<file path="config.mk">
export PLATFORM = sky130hd
export DESIGN_NAME = pobc_decode
export DESIGN_NICKNAME = d
export VERILOG_FILES = /design/src/pobc_skew_decode.v /design/src/pobc_frame_rx.v /design/src/pobc_decode.v
export VERILOG_INCLUDE_DIRS = /design/src
export SDC_FILE = /design/constraint.sdc
export NUM_CORES = 1
export LEC_CHECK = 0
export BUFFER_PORTS_ARGS = -buffer_cell sky130_fd_sc_hd__buf_4
export CAP_MARGIN = 20
export CORE_MARGIN = 8
export CORE_UTILIZATION = 45
export CTS_BUF_LIST = sky130_fd_sc_hd__clkbuf_8
export DETAILED_ROUTE_END_ITERATION = 12
export PLACE_DENSITY_LB_ADDON = 0.05
export SLEW_MARGIN = 20
export SYNTH_ARGS = -nofsm -noshare
export SYNTH_HDL_FRONTEND = slang
export SYNTH_SLANG_ARGS = --single-unit
</file>
<file path="constraint.sdc">
create_clock -name i_clk -period 1.8 [get_ports i_clk]
set_input_delay 0.36 -clock i_clk [delete_from_list [all_inputs] [get_ports i_clk]]
set_output_delay 0.36 -clock i_clk [all_outputs]
set_load 0.005 [all_outputs]
</file>
<file path="src/pobc_consts.vh">
// constants for the pll and output bank configuration decoder
// assumes a 96-bit configuration word delivered as twelve bytes, first byte = bits 95:88
//
// Summary of operation
// - pll on only if bit57 and pin low
// - bit58 set syncs to rising reference edge
// - bits 51:48 give multiplier, 0011 gives four
// - bit60 one selects 100-250 MHz vco range
// - bit59 and pin low make disabled outputs tri-state
// - bank1 on only if bit56 and pin low
// - bank2 off if bit55 or pin high
// - bank3 on only if bit54 and pin low
// - bank4 on only if bit53 and pin low
// - bank5 off if bit52 or pin high
// - feedback bank is always enabled
// - five-bit skew fields 29:25 down to 4:0
// - two-bit io standard fields 47:46 down to 37:36
// - commit after stop with twelve bytes, or on a ctrl commit write of the staged word
// - all bits read zero until restore completes
`ifndef POBC_CONSTS_VH
`define POBC_CONSTS_VH

`define POBC_CFG_W 96
`define POBC_CFG_BYTES 12
`define POBC_BIT_VCO_HIGH 60
`define POBC_BIT_DIS_STATE 59
`define POBC_BIT_REF_EDGE 58
`define POBC_BIT_PLL_OFF 57
`define POBC_BIT_BANK1_OFF 56
`define POBC_BIT_BANK2_OFF 55
`define POBC_BIT_BANK3_OFF 54
`define POBC_BIT_BANK4_OFF 53
`define POBC_BIT_BANK5_OFF 52
`define POBC_FBM_MSB 51
`define POBC_FBM_LSB 48
`define POBC_IOSTD_LSB 36
`define POBC_SKEW_LSB 0
`define POBC_RSVD_MSB 95
`define POBC_RSVD_LSB 62

`define POBC_ADDR_CFG0 8'h00
`define POBC_ADDR_CFG1 8'h04
`define POBC_ADDR_CFG2 8'h08
`define POBC_ADDR_STAGE0 8'h0C
`define POBC_ADDR_STAGE1 8'h10
`define POBC_ADDR_STAGE2 8'h14
`define POBC_ADDR_CTRL 8'h18
`define POBC_ADDR_STATUS 8'h1C

`define POBC_CTRL_COMMIT 0
`define POBC_ST_RESTORED 0
`define POBC_ST_ABORT_ERR 1
`define POBC_ST_PLL_EN 2
`define POBC_ST_HIZ 3
`define POBC_ST_BANK_LSB 8
`define POBC_ST_CNT_LSB 16

`endif

</file>
<file path="src/pobc_skew_decode.v">
// decoder for one five-bit skew or frequency selection field
// assumes the parent registers the results
`timescale 1ns/1ps
module pobc_skew_decode (
    input wire [4:0] i_code,
    output reg [3:0] o_skew_steps,
    output reg o_invert,
    output reg o_div2,
    output reg o_div4,
    output reg o_code_valid
);
    always @* begin
        o_skew_steps = 4'h0;
        o_invert = 1'b0;
        o_div2 = 1'b0;
        o_div4 = 1'b0;
        o_code_valid = 1'b1;
        // 00001..00111 -> +7..+1, 01001..01111 -> -1..-7, both equal 8 - code
        if (i_code == 5'h00) begin
            o_skew_steps = 4'h0;
        end else if (i_code[4:3] == 2'b00 || (i_code[4:3] == 2'b01 && i_code[2:0] != 3'h0)) begin
            o_skew_steps = 4'h8 - i_code[3:0];
        end else if (i_code == 5'h10) begin
            o_invert = 1'b1;
        end else if (i_code == 5'h11) begin
            o_div2 = 1'b1;
        end else if (i_code == 5'h12) begin
            o_div4 = 1'b1;
        end else begin
            o_code_valid = 1'b0;
        end
    end
endmodule // pobc_skew_decode

</file>
<file path="src/pobc_frame_rx.v">
// gathers configuration bytes of one programming frame into a word
// assumes framing strobes come from the serial programming interface, synchronous to i_clk
`timescale 1ns/1ps
`include "pobc_consts.vh"
module pobc_frame_rx #(
    parameter NBYTES = `POBC_CFG_BYTES
) (
    input wire i_clk,
    input wire i_rst_n,
    input wire i_frame_start,
    input wire i_frame_stop,
    input wire i_frame_abort,
    input wire i_byte_valid,
    input wire [7:0] i_byte,
    output reg [NBYTES*8-1:0] o_word,
    output reg o_commit,
    output reg o_abort,
    output reg [4:0] o_count
);
    reg active;
    reg bad;
    always @(posedge i_clk or negedge i_rst_n) begin
        if (!i_rst_n) begin
            o_word <= {(NBYTES*8){1'b0}};
            o_commit <= 1'b0;
            o_abort <= 1'b0;
            o_count <= 5'h00;
            active <= 1'b0;
            bad <= 1'b0;
        end else begin
            o_commit <= 1'b0;
            o_abort <= 1'b0;
            if (i_frame_start) begin
                active <= 1'b1;
                bad <= 1'b0;
                o_count <= 5'h00;
            end else if (active && i_frame_abort) begin
                active <= 1'b0;
                o_abort <= 1'b1;
            end else if (active && i_frame_stop) begin
                active <= 1'b0;
                // short, long or broken frames leave the live word alone
                if (!bad && o_count == NBYTES[4:0]) begin
                    o_commit <= 1'b1;
                end else begin
                    o_abort <= 1'b1;
                end
            end else if (active && i_byte_valid) begin
                o_word <= {o_word[NBYTES*8-9:0], i_byte};
                if (o_count == NBYTES[4:0]) begin
                    bad <= 1'b1;
                end else begin
                    o_count <= o_count + 5'h01;
                end
            end
        end
    end
endmodule // pobc_frame_rx

</file>
<file path="src/pobc_decode.v">
// pll and output bank configuration decoder with register port
// assumes synchronous pins, a frame byte source and a one-cycle strobe register master
`timescale 1ns/1ps
`include "pobc_consts.vh"
module pobc_decode #(
    parameter NBANK = 6
) (
    input wire i_clk,
    input wire i_rst_n,
    input wire i_frame_start,
    input wire i_frame_stop,
    input wire i_frame_abort,
    input wire i_byte_valid,
    input wire [7:0] i_byte,
    input wire i_restore_done,
    input wire i_pll_disable_pin,
    input wire i_disabled_output_state_pin,
    input wire i_bank1_output_disable_pin,
    input wire i_bank2_output_disable_pin,
    input wire i_bank3_output_disable_pin,
    input wire i_bank4_output_disable_pin,
    input wire i_bank5_output_disable_pin,
    input wire [7:0] i_addr,
    input wire [31:0] i_wdata,
    input wire i_wr,
    input wire i_rd,
    output reg [31:0] o_rdata,
    output reg o_pll_enable,
    output reg o_pll_bypass,
    output reg o_ref_rising_edge,
    output reg [3:0] o_fb_mult_code,
    output reg [3:0] o_fb_mult_factor,
    output reg o_vco_high_range,
    output reg o_disabled_hiz,
    output reg [NBANK-1:0] o_bank_enable,
    output reg [NBANK*5-1:0] o_skew_sel,
    output reg [NBANK*2-1:0] o_io_std,
    output reg [NBANK*4-1:0] o_skew_steps,
    output reg [NBANK-1:0] o_invert,
    output reg [NBANK-1:0] o_div2,
    output reg [NBANK-1:0] o_div4,
    output reg [NBANK-1:0] o_skew_code_valid
);
    localparam CW = `POBC_CFG_W;

    reg [CW-1:0] cfg;
    reg [CW-1:0] stage;
    reg restored;
    reg abort_err;

    wire [CW-1:0] rx_word;
    wire rx_commit;
    wire rx_abort;
    wire [4:0] rx_count;

    wire [CW-1:0] live;
    wire next_pll_enable;
    wire next_hiz;
    wire [NBANK-1:0] next_bank_enable;
    wire [3:0] fbm;
    reg [3:0] next_factor;

    wire [NBANK*4-1:0] dec_steps;
    wire [NBANK-1:0] dec_inv;
    wire [NBANK-1:0] dec_div2;
    wire [NBANK-1:0] dec_div4;
    wire [NBANK-1:0] dec_valid;

    wire wr_cmd;
    wire [31:0] status;
    reg [31:0] next_rdata;

    pobc_frame_rx #(
        .NBYTES(`POBC_CFG_BYTES)
    ) u_rx (
        .i_clk(i_clk),
        .i_rst_n(i_rst_n),
        .i_frame_start(i_frame_start),
        .i_frame_stop(i_frame_stop),
        .i_frame_abort(i_frame_abort),
        .i_byte_valid(i_byte_valid),
        .i_byte(i_byte),
        .o_word(rx_word),
        .o_commit(rx_commit),
        .o_abort(rx_abort),
        .o_count(rx_count)
    );

    // live word is all zero until power-up restore is done
    assign live = restored ? cfg : {CW{1'b0}};

    assign wr_cmd = i_wr && i_addr == `POBC_ADDR_CTRL && i_wdata[`POBC_CTRL_COMMIT];

    // configuration store: frame commit has priority over a software commit
    always @(posedge i_clk or negedge i_rst_n) begin
        if (!i_rst_n) begin
            cfg <= {CW{1'b0}};
        end else if (rx_commit) begin
            cfg <= rx_word;
        end else if (wr_cmd) begin
            cfg <= stage;
        end
    end

    always @(posedge i_clk or negedge i_rst_n) begin
        if (!i_rst_n) begin
            restored <= 1'b0;
        end else if (i_restore_done) begin
            restored <= 1'b1;
        end
    end

    // staging word for the register-port load path
    always @(posedge i_clk or negedge i_rst_n) begin
        if (!i_rst_n) begin
            stage <= {CW{1'b0}};
        end else if (i_wr) begin
            case (i_addr)
                `POBC_ADDR_STAGE0: begin
                    stage[31:0] <= i_wdata;
                end
                `POBC_ADDR_STAGE1: begin
                    stage[63:32] <= i_wdata;
                end
                `POBC_ADDR_STAGE2: begin
                    stage[95:64] <= i_wdata;
                end
                default: begin
                    stage <= stage;
                end
            endcase
        end
    end

    // sticky broken-frame flag, write one to clear, a new event wins
    always @(posedge i_clk or negedge i_rst_n) begin
        if (!i_rst_n) begin
            abort_err <= 1'b0;
        end else if (rx_abort) begin
            abort_err <= 1'b1;
        end else if (i_wr && i_addr == `POBC_ADDR_STATUS && i_wdata[`POBC_ST_ABORT_ERR]) begin
            abort_err <= 1'b0;
        end
    end

    // combined enables follow pins every cycle
    assign next_pll_enable = !live[`POBC_BIT_PLL_OFF] && !i_pll_disable_pin;
    assign next_hiz = !live[`POBC_BIT_DIS_STATE] && !i_disabled_output_state_pin;
    assign next_bank_enable[0] = !live[`POBC_BIT_BANK1_OFF] && !i_bank1_output_disable_pin;
    assign next_bank_enable[1] = !(live[`POBC_BIT_BANK2_OFF] || i_bank2_output_disable_pin);
    assign next_bank_enable[2] = !live[`POBC_BIT_BANK3_OFF] && !i_bank3_output_disable_pin;
    assign next_bank_enable[3] = !live[`POBC_BIT_BANK4_OFF] && !i_bank4_output_disable_pin;
    assign next_bank_enable[4] = !(live[`POBC_BIT_BANK5_OFF] || i_bank5_output_disable_pin);
    assign next_bank_enable[5] = 1'b1;

    assign fbm = live[`POBC_FBM_MSB:`POBC_FBM_LSB];

    // multiplier from code: 1-6, then 8, 10, 12; unused codes give zero
    always @* begin
        case (fbm)
            4'h0: next_factor = 4'h1;
            4'h1: next_factor = 4'h2;
            4'h2: next_factor = 4'h3;
            4'h3: next_factor = 4'h4;
            4'h4: next_factor = 4'h5;
            4'h5: next_factor = 4'h6;
            4'h6: next_factor = 4'h8;
            4'h7: next_factor = 4'hA;
            4'h8: next_factor = 4'hC;
            default: next_factor = 4'h0;
        endcase
    end

    // bank index 0..4 = banks 1..5, index 5 = feedback bank
    genvar g;
    generate
        for (g = 0; g < NBANK; g = g + 1) begin : g_bank
            pobc_skew_decode u_skew (
                .i_code(live[`POBC_SKEW_LSB + 5*(NBANK-1-g) +: 5]),
                .o_skew_steps(dec_steps[4*g +: 4]),
                .o_invert(dec_inv[g]),
                .o_div2(dec_div2[g]),
                .o_div4(dec_div4[g]),
                .o_code_valid(dec_valid[g])
            );

            always @(posedge i_clk or negedge i_rst_n) begin
                if (!i_rst_n) begin
                    o_skew_sel[5*g +: 5] <= 5'h00;
                    o_io_std[2*g +: 2] <= 2'h0;
                    o_skew_steps[4*g +: 4] <= 4'h0;
                    o_invert[g] <= 1'b0;
                    o_div2[g] <= 1'b0;
                    o_div4[g] <= 1'b0;
                    o_skew_code_valid[g] <= 1'b0;
                end else begin
                    o_skew_sel[5*g +: 5] <= live[`POBC_SKEW_LSB + 5*(NBANK-1-g) +: 5];
                    o_io_std[2*g +: 2] <= live[`POBC_IOSTD_LSB + 2*(NBANK-1-g) +: 2];
                    o_skew_steps[4*g +: 4] <= dec_steps[4*g +: 4];
                    o_invert[g] <= dec_inv[g];
                    o_div2[g] <= dec_div2[g];
                    o_div4[g] <= dec_div4[g];
                    o_skew_code_valid[g] <= dec_valid[g];
                end
            end
        end
    endgenerate

    // registered pll and bank controls
    always @(posedge i_clk or negedge i_rst_n) begin
        if (!i_rst_n) begin
            o_pll_enable <= 1'b0;
            o_pll_bypass <= 1'b1;
            o_ref_rising_edge <= 1'b0;
            o_fb_mult_code <= 4'h0;
            o_fb_mult_factor <= 4'h0;
            o_vco_high_range <= 1'b0;
            o_disabled_hiz <= 1'b0;
            o_bank_enable <= {NBANK{1'b0}};
        end else begin
            o_pll_enable <= next_pll_enable;
            o_pll_bypass <= !next_pll_enable;
            o_ref_rising_edge <= live[`POBC_BIT_REF_EDGE];
            o_fb_mult_code <= fbm;
            o_fb_mult_factor <= next_factor;
            o_vco_high_range <= live[`POBC_BIT_VCO_HIGH];
            o_disabled_hiz <= next_hiz;
            o_bank_enable <= next_bank_enable;
        end
    end

    assign status = {11'h000, rx_count, 2'h0, next_bank_enable,
        4'h0, next_hiz, next_pll_enable, abort_err, restored};

    // register read mux, data valid one cycle after the strobe
    always @* begin
        case (i_addr)
            `POBC_ADDR_CFG0: next_rdata = live[31:0];
            `POBC_ADDR_CFG1: next_rdata = live[63:32];
            `POBC_ADDR_CFG2: next_rdata = live[95:64];
            `POBC_ADDR_STAGE0: next_rdata = stage[31:0];
            `POBC_ADDR_STAGE1: next_rdata = stage[63:32];
            `POBC_ADDR_STAGE2: next_rdata = stage[95:64];
            `POBC_ADDR_CTRL: next_rdata = 32'h00000000;
            `POBC_ADDR_STATUS: next_rdata = status;
            default: next_rdata = 32'h00000000;
        endcase
    end

    always @(posedge i_clk or negedge i_rst_n) begin
        if (!i_rst_n) begin
            o_rdata <= 32'h00000000;
        end else if (i_rd) begin
            o_rdata <= next_rdata;
        end else begin
            o_rdata <= 32'h00000000;
        end
    end
endmodule // pobc_decode

</file>
==> results by group, run 1 <==
Logic synthesis
  – Asr flop ratio synth: 100%
  – Ys Warns: 0
  – Seq/Total Area, Yosys: 57.4%
  – Post-Syn Area per Cell: ~12 µm²
  – Post-Syn Area: ~0.019 mm²
  – Number of flops mapped to enable cells by yosys: 0
  – Syn nets: about 1.7k
  – Flops & latches, synth: 440
  – Yosys cell types: 70
  – Top_reg_cell synth: dfrtp_1
  – Cells after Synth: approximately 1.6k

Die
  – CORE AREA: 0.0420 mm²
  – IO Count: between 200 and 250
  – Die Span X: 222 µm
  – Die area: slightly below 0.05 mm²
  – Die Y: approximately 220 µm
  – Cell row count: 75
  – Starting Density: 45.6%

Worst setup path
  – Critical path type: reg -> reg
  – Worst setup EP type: register
  – CP max FO: 22
  – CP Buf/Inv Count: 3
  – CP Launch Type: register
  – Reg2reg setup slack: around 0.055 ns
  – Top cell family by delay on the critical path: compound AO/OA/AOI/OAI gates
  – CP max stage delay: between 0.4 and 0.5 ns
  – Req. time, crit path: 2.33 ns
  – Arrival time worst endpoint: about 2.3 ns
  – Slowest stage cell, crit path: dfrtp_2
  – Crit-path cells: buf_12, buf_12, a21oi_1, buf_4, and3_1, o21ai_0, a21oi_1

STA
  – Final period util: a little over nine tenths
  – Final Hold Viols: 0
  – Fin worst setup slack: roughly 0.055 ns
  – RSZ-0062 raised after global routing: true
  – Max Slew Vio Count: 0
  – # setup viols final: 0
  – Relative slew slack: between 60% and 70%
  – Post-layout min period: 1.74 ns
  – Worst slew pin tran: approximately 0.54 ns
  – Max Clock Freq: approximately 570 MHz
  – Min Hold Slack: 0.0537 ns
  – Skew final: 0.0269 ns

Clock tree
  – Clk sinks: 440
  – H-tree levels: 3
  – CTS tree: built
  – CTS Buffer Depth: 3
  – Number of CTS-inserted buffers: 75
  – Clk slew on worst S/H paths: roughly 0.060 ns
  – Worst-Skew Late Latency: between 0.6 and 0.7 ns
  – Root Buffer: clkbuf_8

Routing
  – Top sig layer: met5
  – WL met3: 3.77 mm
  – Vias per cell: around 5.4
  – Remaining DRCs: 0
  – ANT nets after route: 0
  – Initial DRT Pass Iterations: 5
  – Routed length on met1: approximately 28 mm
  – Routed wire length: approximately 62 mm
  – WL/cell: between 20 and 25 µm
  – Met2 routed WL: 28.0 mm
  – DRT iter0 DRCs: ~1.0k
  – Vias: 13.9k

GRT
  – Vias in the first global route: 14.5k
  – Overflow after GRT: 0
  – First-pass GRT wire length: approximately 94 mm
  – Gr usage total: around a quarter
  – Initial antenna violation count: 7
  – Largest net degree at the start of global routing: 59

Final layout
  – Leading cell type in the layout, fill and taps excluded: dfrtp_1
  – Fin nets: just over 2k
  – Layout overhead on the synthesized area: 29.5%
  – Share of cells above drive strength 1: 36.3%
  – Post-route insts no fill: ~2.6k
  – Final core utilization: between 50% and 60%
  – Most frequent cells in the layout: dfrtp_1, buf_4, nand2_1

Placed design
  – Hpwl dp: 46.6 mm
  – Gpl congestion: approximately 0.89
  – Dpl cells: roughly 2.4k
  – Dpl ws: -0.292 ns
  – PortBufs: 204

Power and ir drop
  – VDD IR max: roughly 630 µV
  – Power Density: approximately 860 mW/mm²
  – Pleak: approximately 0.012 µW

Job
  – Max capacitance violation total: 0

Status
  – Outcome: complete, no violations

Worst hold path
  – Hold crit path type: in -> reg
-- state kept, by name, summed over array words and instances (netlist names), 12 cells and up --
register / count
o_skew_steps: 24
cfg: 96
o_skew_sel: 30
u_rx.o_word: 96
stage: 96
o_io_std: 12
o_rdata: 32
-- power by group --
part | leakage, µW | internal, µW | switching (µW)
Sequential | 0.00603 | 10200 | 366
Clock | 0.000909 | 5480 | 4100
Combinational | 0.00479 | 671 | 654
Total | 0.0117 | 16300 | 5120
-- worst reg2reg max path, cell delays in order (launching register included) --
cell     delay, ns
dfrtp_2       0.41
buf_12        0.16
buf_12        0.18
a21oi_1       0.28
buf_4         0.19
and3_1        0.14
o21ai_0       0.11
a21oi_1       0.20
-- final timing paths --
check | startpoint | endpoint | cells past startpoint
setup / recovery | restored$_DFFE_PN0P_ | o_rdata[9]$_DFF_PN0_ | 7
hold reg to reg | cfg[13]$_DFFE_PN0P_ | cfg[13]$_DFFE_PN0P_ | 2
hold / removal | i_wdata[12] | stage[76]$_DFFE_PN0P_ | 2
max in group asynchronous | i_rst_n | o_skew_sel[17]$_DFF_PN0_ | 3
setup reg to reg | restored$_DFFE_PN0P_ | o_rdata[9]$_DFF_PN0_ | 7
min in group asynchronous | i_rst_n | o_skew_steps[17]$_DFF_PN0_ | 2
-- synthesized netlist by cell type, drive strengths merged (3+ instances only) --
cell	number	area, µm²
nor2	38	145
a21o	3	22.5
xor2	3	26.3
mux2i	106	1060
a31oi	4	25.0
nand3b	14	105
o22a	14	123
a2bb2oi	12	105
or3	4	25.0
inv	35	131
and3b	4	35.0
o211ai	4	30.0
o21ai	125	626
ha	27	338
and3	22	138
nor3	7	46.3
or2	7	43.8
a21boi	3	22.5
nand3	12	65.1
o22ai	4	25.0
xnor2	6	52.6
nor3b	9	72.6
dfrtp	439	11000
a22o	20	175
nand4	4	25.0
a22oi	39	293
a211oi	3	22.5
nor4b	4	56.3
a21oi	50	250
o41ai	3	26.3
and2	32	200
clkbuf	43	161
o31ai	3	22.5
buf	61	453
nor2b	6	37.5
nand2	178	668
mux2	192	2270
-- metal layers --
metal | track usage [%] | vias to the layer above
li1 | - | 6366
met1 | 34.0 | 7008
met2 | 38.9 | 460
met3 | 5.07 | 95
met4 | 10.5 | 2
met5 | 0 | -
-- area by class of cell --
type / count / area (µm²)
fill: 3568 / 17200
sequential: 440 / 11000
multi-input combinational: 985 / 7490
timing repair buffer: 440 / 3890
clock buffer: 99 / 1360
tap: 539 / 674
clock inverter: 34 / 249
inverter: 35 / 131
antenna: 3 / 7.51
-- cells by family (layout without fill, tap and decap cells) --
group,after synthesis,in the layout,share of synthesized area (%)
XOR/XNOR,9,9,0.411
AO/OA/AOI/OAI,299,299,9.82
multiplexers,298,298,17.4
AND/OR/NAND/NOR,351,351,9.28
flip-flops,440,440,57.4
other,1,4,0.0196
adder cells (fa/ha/maj),27,27,1.76
buffers and inverters,139,608,3.89
-- metrics by stage --
step	TNS (ns)	power (µW)	cell area, µm²
finish	0	21500	24800
global route	-0.00978	22300	24800
CTS	0	21700	24800
detailed placement	-30.60	12000	22700
global placement	-20.27	12000	22700
floorplan	-0.0883	11100	19200
-- timing repair --
action                                  4_1_cts  5_1_grt
endpoints found under the hold margin       234        0
pin swaps                                     0        5
setup buffers                                 0        1
hold buffers                                 44        0
gates resized for setup                       5        9
endpoints found under the setup margin        5       19
(Power assumes the default switching activity.)
==> run 2: changes to the inputs <==
- clock period: 1.8 -> 2.2 ns (I/O delays scaled with it)
==> run 2 against run 1 <==
Against the previous run: utilization down 2.9 points; final cell count is 5.0% lower; register-to-register slack gained 0.08 ns; non-clock buffer count down 131; clock-buffer cell count shrank 7; via count down 4.6%; die area did not move; critical endpoint is now o_rdata[7]$_DFF_PN0_.
==> results by group, run 2 (synthesized netlist as in run 1, its figures left out) <==
Worst hold path
  – Hold crit path type: in -> reg

Placed design
  – Gpl congestion: 0.888 (unchanged)
  – Hpwl dp: 43.9 mm (-5.8%)
  – Dpl ws: -0.132 ns (+0.160 ns)
  – PortBufs: 204 (unchanged)

Final layout
  – FF+latch area: 0.0110 mm² (about the same)
  – Filler cells: 3615 (+1.3%)
  – Largest registers: cfg: 96 flops, stage: 96 flops, u_rx.o_word: 96 flops
  – Layout overhead on the synthesized area: 23.1%
  – Fin nets: 1937 (-6.3%)
  – Share of cells above drive strength 1: 33.1% (-3.1 points)
  – Footprint of the multi-input gates: 0.00745 mm² (-0.55%)
  – Leading cell type in the layout, fill and taps excluded: dfrtp_1
  – Most frequent cells in the layout: dfrtp_1, buf_4, nand2_1

GRT
  – First-pass GRT wire length: 90.0 mm (-4.2%)
  – Vias in the first global route: 13.9k (-4.0%)
  – Gr usage total: 23.9% (-1.1 points)
  – Initial antenna violation count: 5 (-2)
  – Largest net degree at the start of global routing: 62 (+5.1%)
  – Overflow after GRT: 0 (unchanged)

Die
  – Die Y: 222 µm (unchanged)
  – Die Span X: 222 µm (unchanged)
  – Die area: 0.0495 mm² (unchanged)
  – Starting Density: 45.6% (unchanged)
  – IO Count: 205 (unchanged)
  – Cell row count: 75 (unchanged)
  – CORE AREA: 0.0420 mm² (unchanged)

Worst setup path
  – Worst setup EP type: register
  – CP Buf/Inv Count: 2 (-1)
  – Worst setup path start: restored$_DFFE_PN0P_
  – Critical path type: reg -> reg
  – Setup crit end: o_rdata[7]$_DFF_PN0_
  – Critical Path Stages: 6 (-1)
  – CP Launch Type: register
  – Worst r2r src: restored$_DFFE_PN0P_
  – Slowest stage cell, crit path: dfrtp_4
  – Arrival time worst endpoint: 2.58 ns (+0.30 ns)
  – Crit-path cells: buf_12, nand2_1, o21ai_1, buf_4, a2bb2oi_1, a21oi_1
  – Req. time, crit path: 2.72 ns (+0.39 ns)
  – CP max stage delay: 0.60 ns (+0.19 ns)
  – Worst flop-to-flop path endpoint: o_rdata[7]$_DFF_PN0_
  – Top cell family by delay on the critical path: compound AO/OA/AOI/OAI gates
  – CP max FO: 44 (+100%)
  – R2R depth: 6 (-1)
  – Reg2reg setup slack: 0.14 ns (+0.08 ns)

Clock tree
  – H-tree levels: 3 (unchanged)
  – Root Buffer: clkbuf_8
  – Clk slew on worst S/H paths: 0.06 ns (about the same)
  – Clk sinks: 440 (unchanged)
  – CTS tree: built
  – Postcts setup bufs: 0 (unchanged)
  – CTS Buffer Depth: 3 (unchanged)
  – Worst-Skew Late Latency: 0.62 ns (about the same)
  – Number of CTS-inserted buffers: 75 (unchanged)

Power and ir drop
  – Clock power share: 45.1% (+0.5 points)
  – Switching power share of the total: 23.9% (about the same)
  – VDD IR max: 495 µV (-21%)
  – Switch Pwr: 4160 µW (-19%)
  – Power share of the sequential group: 49.5% (+0.3 points)
  – Combinational share of power: 5.4% (-0.8 points)
  – Total Power: 17500 µW (-19%)
  – Power Density: 739 mW/mm² (-14%)
  – Internal: 13300 µW (-19%)
  – Pleak: 0.0111 µW (-5.3%)

Routing
  – ANT nets after route: 0 (unchanged)
  – Vias per cell: 5.43 (+0.46%)
  – Routed wire length: 59.2 mm (-4.4%)
  – Initial DRT Pass Iterations: 5 (unchanged)
  – Vias: 13.3k (-4.6%)
  – WL/cell: 24.2 µm (+0.65%)
  – DRT iter0 DRCs: 887 (-13%)
  – Remaining DRCs: 0 (unchanged)

STA
  – Final period util: 93.7% (-3.3 points)
  – Min Hold Slack: 0.0533 ns (-0.000424 ns)
  – Skew final: 0.0153 ns (-0.0116 ns)
  – Relative slew slack: 54.8% (-8.5 points)
  – Post-layout min period: 2.06 ns (+0.316 ns)
  – Fin worst setup slack: 0.139 ns (+0.0840 ns)
  – Max Slew Vio Count: 0 (unchanged)
  – Max Clock Freq: 485 MHz (-15%)
  – Final Hold Viols: 0 (unchanged)
  – Worst slew pin tran: 0.669 ns (+0.125 ns)
  – # setup viols final: 0 (unchanged)
  – RSZ-0062 raised after global routing: false

Job
  – Max capacitance violation total: 0 (unchanged)

Status
  – Outcome: complete, no violations
run 2: cell count changes in the layout (fill, tap and decap cells not counted), sizes merged:
cell,change
inv,+8
diode,-1
buf,-92
dlygate4sd3,-39
bufinv,+2
clkbuf,-7
run 2: stage by stage:
stage,TNS [ns],area (µm²),util [%],std cells
CTS,0,23600,56.1,2444
floorplan,0,19200,-,1564
finish,0,23600,56.2,2446
global route,0,23600,56.1,2444
detailed placement,-0.206,21900,52.1,2303
global placement,-0.298,21900,52.1,2303
run 2: how the worst min path moves through the flow:
stage	from	end	slack, ns	cells past startpoint
6_report	i_byte[4]	u_rx.o_word[4]$_DFFE_PN0P_	0.05	2
3_3_place_gp	i_rst_n	o_div4[4]$_DFF_PN0_	0.42	1
5_1_grt	i_byte[4]	u_rx.o_word[4]$_DFFE_PN0P_	0.03	2
3_5_place_dp	i_rst_n	o_invert[4]$_DFF_PN0_	0.42	1
4_1_cts	i_byte[4]	u_rx.o_word[4]$_DFFE_PN0P_	0.006	2
2_1_floorplan	i_rst_n	abort_err$_DFFE_PN0P_	0.14	0
run 2: power by group through the flow:
stage / combinational, µW / sequential (µW) / clock [µW]
after floorplan: 442 / 8610 / 0
final: 948 / 8640 / 7870
after global routing: 1040 / 8660 / 8470
after detailed placement: 945 / 8780 / 0
after CTS: 958 / 8640 / 8090
after global placement: 931 / 8770 / 0
run 2: metal layers:
metal	part of all wire [%]	global-route usage, %
met1	45	32.7
met2	43	35.3
met3	6.8	6.03
met4	4.7	11.5
met5	0.020	0
run 2: area by class of cell:
class	instances	area share (%)
clock buffers	92	5.36
inverters	35	0.556
multi-input cells	985	31.6
flip-flops and latches	440	46.7
clock inverters	44	1.52
well taps	539	2.86
repair buffers	309	11.4
diodes	2	0.0212
run 2: worst register-to-register path, delay by kind of cell, from the launching register on:
family / cells / cell delay (ns)
compound gates: 3 / 0.65
buf+inv: 2 / 0.43
flops: 1 / 0.60
simple gates: 1 / 0.29
run 2: repair_timing:
item                                   4_1_cts  5_1_grt
endpoints found under the hold margin       48        0
hold buffers                                 5        0
setup endpoints to repair                    1        3
resized for setup                            1        2
pin swaps                                    0        0
==> run 3: changes to the inputs <==
==> constraint.sdc (replaced) <==
create_clock -name i_clk -period 2.2 [get_ports i_clk]
set_input_delay 0.22 -clock i_clk [delete_from_list [all_inputs] [get_ports i_clk]]
set_output_delay 0.22 -clock i_clk [all_outputs]
set_load 0.005 [all_outputs]
==> run 3 against run 2 <==
Against the previous run: sequential share of layout area down 0.15 points; worst setup slack better by 0.046 ns; utilization rose by 0.17 points; combinational power up 5.0%; flip-flop and latch count unchanged; final cell count grew 0.86%; die area did not move; sequential power hardly changed; clock-buffer cell count is 3 higher; largest cell class unchanged.
==> results by group, run 3 (synthesized netlist as in run 1, its figures left out) <==
Status
  – Outcome: complete, no violations

Placed design
  – Gpl congestion: 0.876 (-1.4%)
  – Hpwl dp: 43.5 mm (-0.90%)
  – PortBufs: 204 (unchanged)
  – Placement Cell Area: 0.0216 mm² (-1.5%)
  – Dpl ws: 0.133 ns (+0.265 ns)

GRT
  – First-pass GRT wire length: 91.2 mm (+1.3%)
  – Largest net degree at the start of global routing: 135 (+120%)
  – Gr usage total: 24.3% (+0.37 points)
  – Initial antenna violation count: 2 (-3)
  – Overflow after GRT: 0 (unchanged)
  – Vias in the first global route: 14.1k (+0.92%)

Clock tree
  – Worst-Skew Late Latency: 0.63 ns (about the same)
  – H-tree levels: 3 (unchanged)
  – CTS Buffer Depth: 3 (unchanged)
  – CTS tree: built
  – Clk slew on worst S/H paths: 0.06 ns (about the same)
  – Postcts setup bufs: 0 (unchanged)
  – Number of CTS-inserted buffers: 75 (unchanged)
  – Clk sinks: 440 (unchanged)
  – Root Buffer: clkbuf_8

Die
  – Starting Density: 45.6% (unchanged)
  – Cell row count: 75 (unchanged)
  – Die area: 0.0495 mm² (unchanged)
  – Die Span X: 222 µm (unchanged)
  – CORE AREA: 0.0420 mm² (unchanged)
  – IO Count: 205 (unchanged)
  – Die Y: 222 µm (unchanged)

Final layout
  – Largest registers: cfg: 96 flops, stage: 96 flops, u_rx.o_word: 96 flops
  – Leading cell type in the layout, fill and taps excluded: dfrtp_1
  – Filler cells: 3582 (-0.91%)
  – Final instance area: 0.0237 mm² (+0.30%)
  – Most frequent cells in the layout: dfrtp_1, buf_4, nand2_1
  – Fin nets: 1962 (+1.3%)
  – Final core utilization: 56.3% (+0.17 points)
  – Layout overhead on the synthesized area: 23.5%
  – Diode count: 0 (-2)
  – Share of cells above drive strength 1: 31.3% (-1.8 points)

Worst hold path
  – Hold crit path type: in -> reg
  – Hold Path Depth: 4 (+2)

Worst setup path
  – CP max FO: 50 (+14%)
  – Worst flop-to-flop path endpoint: o_div4[0]$_DFF_PN0_
  – Reg2reg setup slack: 0.19 ns (+0.05 ns)
  – CP Launch Type: register
  – Worst setup path start: restored$_DFFE_PN0P_
  – Arrival time worst endpoint: 2.56 ns (-0.02 ns)
  – Critical path type: reg -> reg
  – R2R depth: 7 (+1)
  – Worst setup EP type: register
  – Setup crit end: o_div4[0]$_DFF_PN0_
  – Req. time, crit path: 2.74 ns (+0.02 ns)
  – Worst r2r src: restored$_DFFE_PN0P_

Routing
  – DRT iter0 DRCs: 1107 (+25%)
  – Routed wire length: 60.7 mm (+2.6%)
  – Vias per cell: 5.52 (+1.5%)
  – ANT nets after route: 0 (unchanged)
  – WL/cell: 24.6 µm (+1.7%)
  – Vias: 13.6k (+2.4%)
  – Remaining DRCs: 0 (unchanged)
  – Initial DRT Pass Iterations: 5 (unchanged)

Power and ir drop
  – VDD IR max: 442 µV (-11%)
  – Pleak: 0.0111 µW (about the same)
  – Power Density: 725 mW/mm² (-1.9%)

STA
  – Max Slew Vio Count: 0 (unchanged)
  – Post-layout min period: 2.01 ns (-0.0464 ns)
  – Max Clock Freq: 496 MHz (+2.3%)
  – # setup viols final: 0 (unchanged)
  – Worst slew pin tran: 0.609 ns (-0.0603 ns)
  – Relative slew slack: 59.4% (+4.6 points)
  – Fin worst setup slack: 0.186 ns (+0.0464 ns)
  – Final period util: 91.6% (-2.1 points)
  – Final Hold Viols: 0 (unchanged)
  – Setup TNS: 0 ns (unchanged)
  – RSZ-0062 raised after global routing: false
  – Skew final: 0.0309 ns (+0.0156 ns)

Job
  – Max capacitance violation total: 0 (unchanged)
## run 3: through the flow
stage / power [µW] / hold slack, ns / std cells
after floorplan: 9050 / -0.0756 / 1564
after global placement: 9680 / 0.148 / 2280
after detailed placement: 9700 / 0.151 / 2280
after CTS: 17400 / 0.00277 / 2467
after global routing: 17900 / 0.0641 / 2467
final: 17200 / 0.0554 / 2467
## run 3: what timing repair did
action | 4_1_cts | 5_1_grt
hold buffers | 53 | 0
gates resized for setup | 0 | 1
endpoints found under the hold margin | 562 | 0
endpoints found under the setup margin | 0 | 1
## run 3: where the power goes
part	switching [µW]	leakage, µW	internal [µW]
clock	3320	0.000901	4220
sequential	298	0.00603	8340
combinational	516	0.00418	479
## run 3: critical path: stages, from the launching register on
cell,delay (ns)
dfrtp_2,0.50
buf_12,0.21
and2_1,0.20
nor2_1,0.20
ha_1,0.19
a21oi_1,0.08
nor3b_1,0.30
and4b_1,0.24
## run 3: cell type report
cell class / instances / area, µm² / area share (%)
clock buffer: 95 / 1310 / 5.52
inverter: 35 / 131 / 0.555
timing repair buffer: 334 / 2860 / 12.1
sequential: 440 / 11000 / 46.5
multi-input combinational: 985 / 7450 / 31.5
tap: 539 / 674 / 2.85
clock inverter: 39 / 239 / 1.01
## run 3: how the worst min path moves through the flow
stage             from                       end  slack [ns]
6_report          i_rd     o_rdata[18]$_DFF_PN0_        0.06
5_1_grt           i_rd     o_rdata[18]$_DFF_PN0_        0.06
4_1_cts           i_rd     o_rdata[18]$_DFF_PN0_       0.003
3_5_place_dp   i_rst_n  o_skew_sel[20]$_DFF_PN0_        0.15
3_3_place_gp   i_rst_n  o_skew_sel[20]$_DFF_PN0_        0.15
2_1_floorplan  i_rst_n     abort_err$_DFFE_PN0P_       -0.08
## run 3: routing by layer
metal / wire length (µm) / vias up / global-route usage (%)
met5: 10 / - / 0
met4: 1690 / 2 / 8.47
met3: 3650 / 93 / 5.52
met2: 27300 / 452 / 37.1
met1: 28000 / 6921 / 33.8
li1: - / 6140 / -
